### src/eeprom_host_pkg.sv
package eeprom_host_pkg;

  // reference clock and bus quarter-bit timing
  localparam int CLK_PERIOD_NS = 40;
  // one quarter of a 100 kHz bit; high and low halves take two quarters
  localparam int QUARTER_NS    = 2500;
  // least time, so round the cycle count up
  localparam int QUARTER_CYC   = (QUARTER_NS + CLK_PERIOD_NS - 1)
                                 / CLK_PERIOD_NS;
  localparam logic [6:0] QUARTER_LAST = 7'(QUARTER_CYC - 1);

  // slave address upper nibbles
  localparam logic [3:0] PREFIX_MEM   = 4'hA;
  localparam logic [3:0] PREFIX_PROT  = 4'h6;

  // bit counter value of the acknowledge slot
  localparam logic [3:0] ACK_SLOT     = 4'h8;
  // don't-care byte sent in the protect command
  localparam logic [7:0] FILL_BYTE    = 8'h00;

  // commands accepted on the user port
  typedef enum logic [2:0] {
    OP_WRITE,
    OP_RAND_READ,
    OP_CUR_READ,
    OP_PROTECT,
    OP_POLL
  } op_t;

  // kind of byte currently on the wire
  typedef enum logic [1:0] {
    K_DEV,
    K_ADDR,
    K_WDATA,
    K_RDATA
  } kind_t;

  // bus sequencer states
  typedef enum logic [2:0] {
    S_IDLE,
    S_START,
    S_BIT,
    S_STOP,
    S_BUF
  } state_t;

endpackage
### src/eeprom_host.sv
// Summary of operation
// - host holds write control steady start to stop
// - byte write: address, word address, one data
// - page write sends up to sixteen data bytes; host sends cmd_len_i + 1, up to 256
// - poll: write address, ack means cycle done
// - after poll, stop before starting a read
// - protect: nibble 0110, two ignored acked bytes
// - reads use read bit set, three forms
// - host ends read with no-ack then stop
// - current read: one byte, no-ack, stop
// - random read: dummy write, repeated start
module eeprom_host
  import eeprom_host_pkg::*;
(
  // clock and reset
  input  wire logic       ref_clk_i,
  input  wire logic       rst_n_i,
  // command port
  input  wire logic       cmd_valid_i,
  input  wire op_t        cmd_op_i,
  input  wire logic [7:0] cmd_addr_i,
  input  wire logic [7:0] cmd_len_i,
  input  wire logic       cmd_inhibit_i,
  input  wire logic [2:0] cmd_chip_i,
  // write data stream
  input  wire logic [7:0] wr_data_i,
  output logic            wr_take_o,
  // read data stream
  output logic [7:0]      rd_data_o,
  output logic            rd_valid_o,
  // status
  output logic            busy_o,
  output logic            done_o,
  output logic            nack_o,
  // two-wire link and device straps
  output logic            scl_o,
  input  wire logic       sda_i,
  output logic            sda_o,
  output logic            sda_oe_o,
  output logic            write_inhibit_n_o,
  output logic            chip_addr_bit0_o,
  output logic            chip_addr_bit1_o,
  output logic            chip_addr_bit2_o
);

  // slave address byte from prefix, pins and direction
  function automatic logic [7:0] dev_byte(input logic [3:0] prefix,
                                          input logic [2:0] pins,
                                          input logic       rd);
    dev_byte = {prefix, pins, rd};
  endfunction

  logic [6:0] qcnt;       // cycles within a quarter
  logic       tick;       // quarter boundary strobe
  logic       sda_meta;   // first synchroniser stage
  logic       sda_sync;   // data line as seen by the sequencer
  state_t     state;      // sequencer state
  logic [1:0] q;          // quarter within the current bit
  logic       half;       // second pass of start or stop
  op_t        op;         // command in progress
  kind_t      kind;       // byte now on the wire
  logic       rd_phase;   // address byte carries the read bit
  logic [3:0] bitn;       // bit index, ACK_SLOT is the ack bit
  logic [7:0] shreg;      // shift register for both directions
  logic [7:0] cnt;        // bytes left after the current one
  logic [7:0] addr;       // word address of the command
  logic [2:0] chip;       // latched device address pins
  logic       tx_kind;    // host drives the byte

  assign tx_kind = (kind != K_RDATA);

  // free-running quarter timer; start waits at most one quarter
  always_ff @(posedge ref_clk_i) begin
    if (!rst_n_i) begin
      qcnt <= 7'h00;
      tick <= 1'b0;
    end else begin
      tick <= (qcnt == QUARTER_LAST);
      if (qcnt == QUARTER_LAST) begin
        qcnt <= 7'h00;
      end else begin
        qcnt <= qcnt + 7'h01;
      end
    end
  end

  // two-stage synchroniser for the data pin
  always_ff @(posedge ref_clk_i) begin
    if (!rst_n_i) begin
      sda_meta <= 1'b1;
      sda_sync <= 1'b1;
    end else begin
      sda_meta <= sda_i;
      sda_sync <= sda_meta;
    end
  end

  // straps: latched per command and held through the transfer
  always_ff @(posedge ref_clk_i) begin
    if (!rst_n_i) begin
      write_inhibit_n_o <= 1'b0;  // low leaves writes enabled
      chip_addr_bit0_o  <= 1'b0;
      chip_addr_bit1_o  <= 1'b0;
      chip_addr_bit2_o  <= 1'b0;
    end else if (state == S_IDLE && cmd_valid_i) begin
      // only changes between transfers, never inside one
      write_inhibit_n_o <= cmd_inhibit_i;  // high blocks writes
      chip_addr_bit0_o  <= cmd_chip_i[0];
      chip_addr_bit1_o  <= cmd_chip_i[1];
      chip_addr_bit2_o  <= cmd_chip_i[2];
    end
  end

  // bus sequencer; data line is open drain, driven only low
  always_ff @(posedge ref_clk_i) begin
    if (!rst_n_i) begin
      state      <= S_IDLE;
      q          <= 2'h0;
      half       <= 1'b0;
      op         <= OP_WRITE;
      kind       <= K_DEV;
      rd_phase   <= 1'b0;
      bitn       <= 4'h0;
      shreg      <= 8'h00;
      cnt        <= 8'h00;
      addr       <= 8'h00;
      chip       <= 3'h0;
      scl_o      <= 1'b1;
      sda_o      <= 1'b0;
      sda_oe_o   <= 1'b0;
      busy_o     <= 1'b0;
      done_o     <= 1'b0;
      nack_o     <= 1'b0;
      wr_take_o  <= 1'b0;
      rd_valid_o <= 1'b0;
      rd_data_o  <= 8'h00;
    end else begin
      done_o     <= 1'b0;
      wr_take_o  <= 1'b0;
      rd_valid_o <= 1'b0;
      unique case (state)
        S_IDLE: begin
          if (cmd_valid_i) begin
            // current read skips the address phase
            state    <= S_START;
            busy_o   <= 1'b1;
            nack_o   <= 1'b0;
            op       <= cmd_op_i;
            addr     <= cmd_addr_i;
            cnt      <= cmd_len_i;
            chip     <= cmd_chip_i;
            rd_phase <= (cmd_op_i == OP_CUR_READ);
            q        <= 2'h0;
            half     <= 1'b0;
          end
        end
        S_START: if (tick) begin
          q <= q + 2'h1;
          if (!half) begin
            // first pass: lift both lines with clock low first
            unique case (q)
              2'h0: scl_o <= 1'b0;
              2'h1: sda_oe_o <= 1'b0;
              2'h2: scl_o <= 1'b1;
              2'h3: half <= 1'b1;
            endcase
          end else begin
            // second pass: data falls while clock is high
            if (q == 2'h0) begin
              sda_oe_o <= 1'b1;
            end
            if (q == 2'h3) begin
              half  <= 1'b0;
              state <= S_BIT;
              kind  <= K_DEV;
              bitn  <= 4'h0;
              // prefix, pins and direction bit
              shreg <= dev_byte((op == OP_PROTECT) ? PREFIX_PROT
                                : PREFIX_MEM, chip, rd_phase);
            end
          end
        end
        S_BIT: if (tick) begin
          q <= q + 2'h1;
          unique case (q)
            2'h0: scl_o <= 1'b0;
            2'h1: begin
              if (bitn != ACK_SLOT) begin
                sda_oe_o <= tx_kind & ~shreg[7];
              end else begin
                // ack all but the last read byte
                sda_oe_o <= ~tx_kind & (cnt != 8'h00);
              end
            end
            2'h2: scl_o <= 1'b1;
            2'h3: begin
              bitn <= bitn + 4'h1;
              if (bitn != ACK_SLOT) begin
                shreg <= {shreg[6:0], sda_sync};
                if (bitn == 4'h7 && !tx_kind) begin
                  rd_data_o  <= {shreg[6:0], sda_sync};
                  rd_valid_o <= 1'b1;
                end
              end else begin
                bitn <= 4'h0;
                if (tx_kind && sda_sync) begin
                  // missing ack: busy device or no match
                  nack_o <= 1'b1;
                  state  <= S_STOP;
                end else begin
                  unique case (kind)
                    K_DEV: begin
                      if (op == OP_POLL) begin
                        // poll always ends with stop
                        state <= S_STOP;
                      end else if (rd_phase) begin
                        kind <= K_RDATA;
                      end else begin
                        kind  <= K_ADDR;
                        shreg <= (op == OP_PROTECT) ? FILL_BYTE : addr;
                      end
                    end
                    K_ADDR: begin
                      if (op == OP_RAND_READ) begin
                        // repeated start after dummy write
                        rd_phase <= 1'b1;
                        state    <= S_START;
                      end else begin
                        // first data byte of write or protect
                        kind      <= K_WDATA;
                        shreg     <= (op == OP_PROTECT) ? FILL_BYTE
                                     : wr_data_i;
                        wr_take_o <= (op == OP_WRITE);
                      end
                    end
                    K_WDATA: begin
                      if (op == OP_PROTECT || cnt == 8'h00) begin
                        // protect sends one data byte only
                        state <= S_STOP;
                      end else begin
                        // further page bytes, counted by user
                        cnt       <= cnt - 8'h01;
                        shreg     <= wr_data_i;
                        wr_take_o <= 1'b1;
                      end
                    end
                    K_RDATA: begin
                      if (cnt == 8'h00) begin
                        // last byte was not acked, now stop
                        state <= S_STOP;
                      end else begin
                        cnt <= cnt - 8'h01;
                      end
                    end
                  endcase
                end
              end
            end
          endcase
        end
        S_STOP: if (tick) begin
          q <= q + 2'h1;
          if (!half) begin
            // first pass: pull data low under a low clock
            unique case (q)
              2'h0: scl_o <= 1'b0;
              2'h1: sda_oe_o <= 1'b1;
              2'h2: scl_o <= 1'b1;
              2'h3: half <= 1'b1;
            endcase
          end else begin
            // data rises with clock high; device starts its cycle
            if (q == 2'h0) begin
              sda_oe_o <= 1'b0;
            end
            if (q == 2'h3) begin
              half  <= 1'b0;
              state <= S_BUF;
            end
          end
        end
        S_BUF: if (tick) begin
          // one idle bit keeps the bus free before the next start
          q <= q + 2'h1;
          if (q == 2'h3) begin
            state  <= S_IDLE;
            busy_o <= 1'b0;
            done_o <= 1'b1;
          end
        end
      endcase
    end
  end

endmodule

### config.mk
export PLATFORM = sky130hd
export DESIGN_NAME = eeprom_host
export DESIGN_NICKNAME = d
export VERILOG_FILES = /design/src/eeprom_host_pkg.sv /design/src/eeprom_host.sv
export SDC_FILE = /design/constraint.sdc
export NUM_CORES = 1
export LEC_CHECK = 0
export BUFFER_PORTS_ARGS = -buffer_cell sky130_fd_sc_hd__buf_4
export CAP_MARGIN = 25
export CORE_MARGIN = 3
export CORE_UTILIZATION = 35
export DETAILED_ROUTE_END_ITERATION = 7
export SLEW_MARGIN = 30
export SYNTH_ARGS = -nofsm -noshare
export SYNTH_HDL_FRONTEND = slang
export SYNTH_SLANG_ARGS = --single-unit
### constraint.sdc
create_clock -name ref_clk_i -period 4.6 [get_ports ref_clk_i]
set_input_delay 0.46 -clock ref_clk_i [delete_from_list [all_inputs] [get_ports ref_clk_i]]
set_output_delay 0.46 -clock ref_clk_i [all_outputs]
set_load 0.01 [all_outputs]
==> impl_metrics.csv <==
group,metric,value,unit
logic_synthesis,synth_area_in_xor_xnor,2.347,%
grt,antenna_found_initial,0,
final_layout,post_route_cells_drive_above_1_share,19.63,%
timing,timing.setup.tns,0,ns
floorplanning,initial_utilization,35.99,%
power,power.density,403.2,mW/mm2
power,swShare,36.29,%
worst_setup_path,setup.worst_path.end,"rd_data_o[6]",
logic_synthesis,synth-simple-area-share,25.51,%
clock_network,cts_tree,"yes",
worst_setup_path,worst_setup_path_start_kind,"flop",
logic_synthesis,synth_compound_gate_area_share,21.42,%
routing,detail_route.vias_per_cell,5.371,
logic_synthesis,synth_largest_type_area_fraction,37.01,%
logic_synthesis,yosys_warnings,0,
logic_synthesis,synth.top_cells.by_count,"dfxtp_1, nand2_1, nor2_1",
timing,timing.final.hold_violations,0,
timing,unrepaired_setup_endpoints_after_global_routing,"no",
job,max_cap_violations,0,
power,cellInternalPower,1.117,mW
floorplanning,die_w,109.3,um
floorplanning,design.core.area,0.01037,mm2
logic_synthesis,netlist_area,0.003732,mm2
grt,grt_max_degree,36,
power,power_frac_comb,32.5,%
grt,grtUsageTotal,16.28,%
logic_synthesis,synth-adder-area-share,4.693,%
routing,drtIter0Drc,260,
timing,fmaxAchievable,387.3,MHz
clock_network,cts_resized,0,
timing,maxSlewHeadroom,47.32,%
clock_network,ctsRootBufferMaster,"clkbuf_8",
place,place.detailed.hpwl,6830,um
logic_synthesis,synthCells,452,
worst_setup_path,timing.critical_path.required,4.82,ns
timing,layout_setup_ws,2.018,ns
logic_synthesis,seq_area_frac_synth,37.01,%
final_layout,flow.area_growth_from_synthesis,16.56,%
worst_setup_path,path_class,"reg -> reg",
final_layout,num-fill-cells,1077,
worst_hold_path,holdCritPathClass,"in -> reg",
routing,drt_pass1_iterations,5,
worst_setup_path,timing.critical_path.cells,"or3b_2 > buf_4 > nor4_4 > mux2i_1 > nor2_1",
power,power.ir.vdd_worst,187.1,uV
logic_synthesis,async_flop_share,0,%
clock_network,cts_setup_buffers,0,
floorplanning,num_rows,37,
worst_setup_path,timing.critical_path.buf_inv,1,
timing,timing.final.crit_period,2.582,ns
status,run_status,"finished clean",
final_layout,layout.core_utilization,41.95,%
power,total_power,1.754,mW
timing,worst_pin_slew,0.7903,ns
routing,wirelength,9491,um
logic_synthesis,postSynthAreaPerCell,8.257,um2
grt,grt_pass1_vias,3158,
power,p_switching,0.6365,mW
routing,drcViolationCount,0,
logic_synthesis,postSynth.topFlopCell,"dfxtp_1",
timing,finalHoldWorstSlack,0.3027,ns
worst_setup_path,worst_path_largest_cell_delay,0.71,ns
clock_network,numClockSinks,69,
worst_setup_path,reg2reg_from,"state[2]",
timing,setup_viol_count_final,0,
clock_network,htree_levels,3,
logic_synthesis,post_synth_num_cell_types,67,
worst_setup_path,critPathMaxFanout,24,
place,port-buffer-count,53,
worst_setup_path,path_depth,5,
logic_synthesis,synth_top_family_by_area,"simple AND/OR/NAND/NOR gates",
timing,timing.final.crit_share,56.12,%
logic_synthesis,synth.net_count,501,
routing,vias,3357,
floorplanning,die_area,0.01194,mm2
routing,route.detailed.wl_per_inst,15.19,um
worst_setup_path,depth_of_the_worst_register_to_register_path,5,
clock_network,cts_buffer_depth,2,
worst_setup_path,timing.critical_path.from,"state[2]",
clock_network,clk_pin_slew_worst_paths,0.07,ns
worst_setup_path,timing.critical_path.to_type,"flop",
final_layout,n_antenna_cell,0,
grt,grt-ovfl-total,0,
final_layout,net_count_reported_at_finish,535,
floorplanning,top_level_ports,55,
logic_synthesis,yosys.area.top_type,"dfxtp_1",
logic_synthesis,most_used_standard_cell_by_instance_count_after_synthesis,"dfxtp_1",
worst_setup_path,timing.reg2reg.setup_slack,2.02,ns
power,p_leak,1.674,nW
logic_synthesis,netlist_top_cells_area,"dfxtp_1, nand2_1, a21oi_1, ha_1, nor2_1",
clock_network,clkLatencyLatePin,0.34,ns
place,place_congestion,0.8758,
worst_setup_path,critical-path-top-delay-family,"simple AND/OR/NAND/NOR gates",
worst_setup_path,crit-reg2reg-capture,"rd_data_o[6]",
worst_setup_path,critical_path.slowest_cell,"or3b_2",
floorplanning,floorplan.die.height,109.3,um
timing,maxSlewViolCount,0,
logic_synthesis,synth-seq-cells,69,
clock_network,numCtsBuffers,9,
routing,postRouteAntennaNets,0,
place,preCtsSetupSlack,1.883,ns
power,power.share.clock,24.7,%
logic_synthesis,synth-edff-count,0,
clock_network,cts_hold_buf,0,
worst_setup_path,critical_path_arrival,2.80,ns
logic_synthesis,synthMuxAreaShare,3.520,%
grt,first_pass_grt_wire_length,15500,um
timing,post_route_clock_skew,0.01160,ns
power,power.share.sequential,42.8,%
[kinds of logic (layout without fill, tap and decap cells)]
kind of cell | after synthesis | after routing
buffers and inverters | 48 | 85
adder cells (fa/ha/maj) | 14 | 14
flip-flops | 69 | 69
multiplexers | 13 | 13
XOR/XNOR | 10 | 10
AND/OR/NAND/NOR | 186 | 186
other | 1 | 1
AO/OA/AOI/OAI | 111 | 111
[metrics by stage]
stage	instance area, um2	instances
floorplan	3732	452
global placement	4178	611
detailed placement	4180	611
CTS	4345	625
global route	4350	625
finish	4350	625
[layout by cell type, fill, tap and decap left out, types with 3 or more instances in the layout]
cell      instances
clkbuf_8         11
or3_1             4
a211oi_1          3
and3b_1           3
o21bai_1          3
o31ai_1           4
nor2b_1           6
nor3b_1           5
inv_1            14
xnor2_1           5
o21ai_0           9
nor2_1           40
nand2_1          61
a221oi_1          6
a31oi_1           9
nand4_1           6
a22oi_1           4
nand2b_1          6
xor2_1            5
buf_4            56
or2_2             3
o311ai_0          6
a211oi_2          6
dfxtp_1          69
ha_1             14
a21oi_1          36
nor3_1           14
nand3_1          11
a31o_2            4
and3_1            4
nor4_1            4
nand3b_1          3
mux2i_1          12
[sequential cells by signal, indices dropped and copies added, names as in the netlist, 2 cells and up]
register and flops:
state 3, addr 8, chip 2, kind 2
shreg 8, op 3, rd_data_o 8, q 2
cnt 8, qcnt 7, bitn 4
[power by group through the flow]
stage                     combinational, mW  clock, mW  sequential, mW
after floorplan                       0.459          0           0.724
after global placement                0.560          0           0.757
after detailed placement              0.566          0           0.762
final                                 0.570      0.434           0.750
after global routing                  0.629      0.467           0.762
after CTS                             0.569      0.446           0.749
[how the worst min path moves through the flow]
| stage | startpoint | end | cells past startpoint |
|---|---|---|---|
| after floorplan | sda_meta | sda_sync | 1 |
| after global placement | sda_meta | sda_sync | 1 |
| after detailed placement | sda_meta | sda_sync | 1 |
| after CTS | sda_i | sda_meta | 2 |
| after global routing | sda_i | sda_meta | 2 |
| final | sda_i | sda_meta | 2 |
[layout make-up]
type	count	area (um2)	area share (%)
multi-input combinational	335	2157	49.58
sequential	69	1381	31.75
timing repair buffer	56	420.4	9.664
tap	136	170.2	3.911
clock buffer	12	155.1	3.566
inverter	15	56.30	1.294
clock inverter	2	10.01	0.2301
[per-layer routing]
layer,part of all wire [%],vias to the layer above,global-route usage (%)
met3,4.4,16,3.848
li1,-,1687,-
met5,0,-,0
met2,46,69,26.45
met4,1.9,0,4.898
met1,48,1585,21.45
Power figures use the tool's default switching activity.
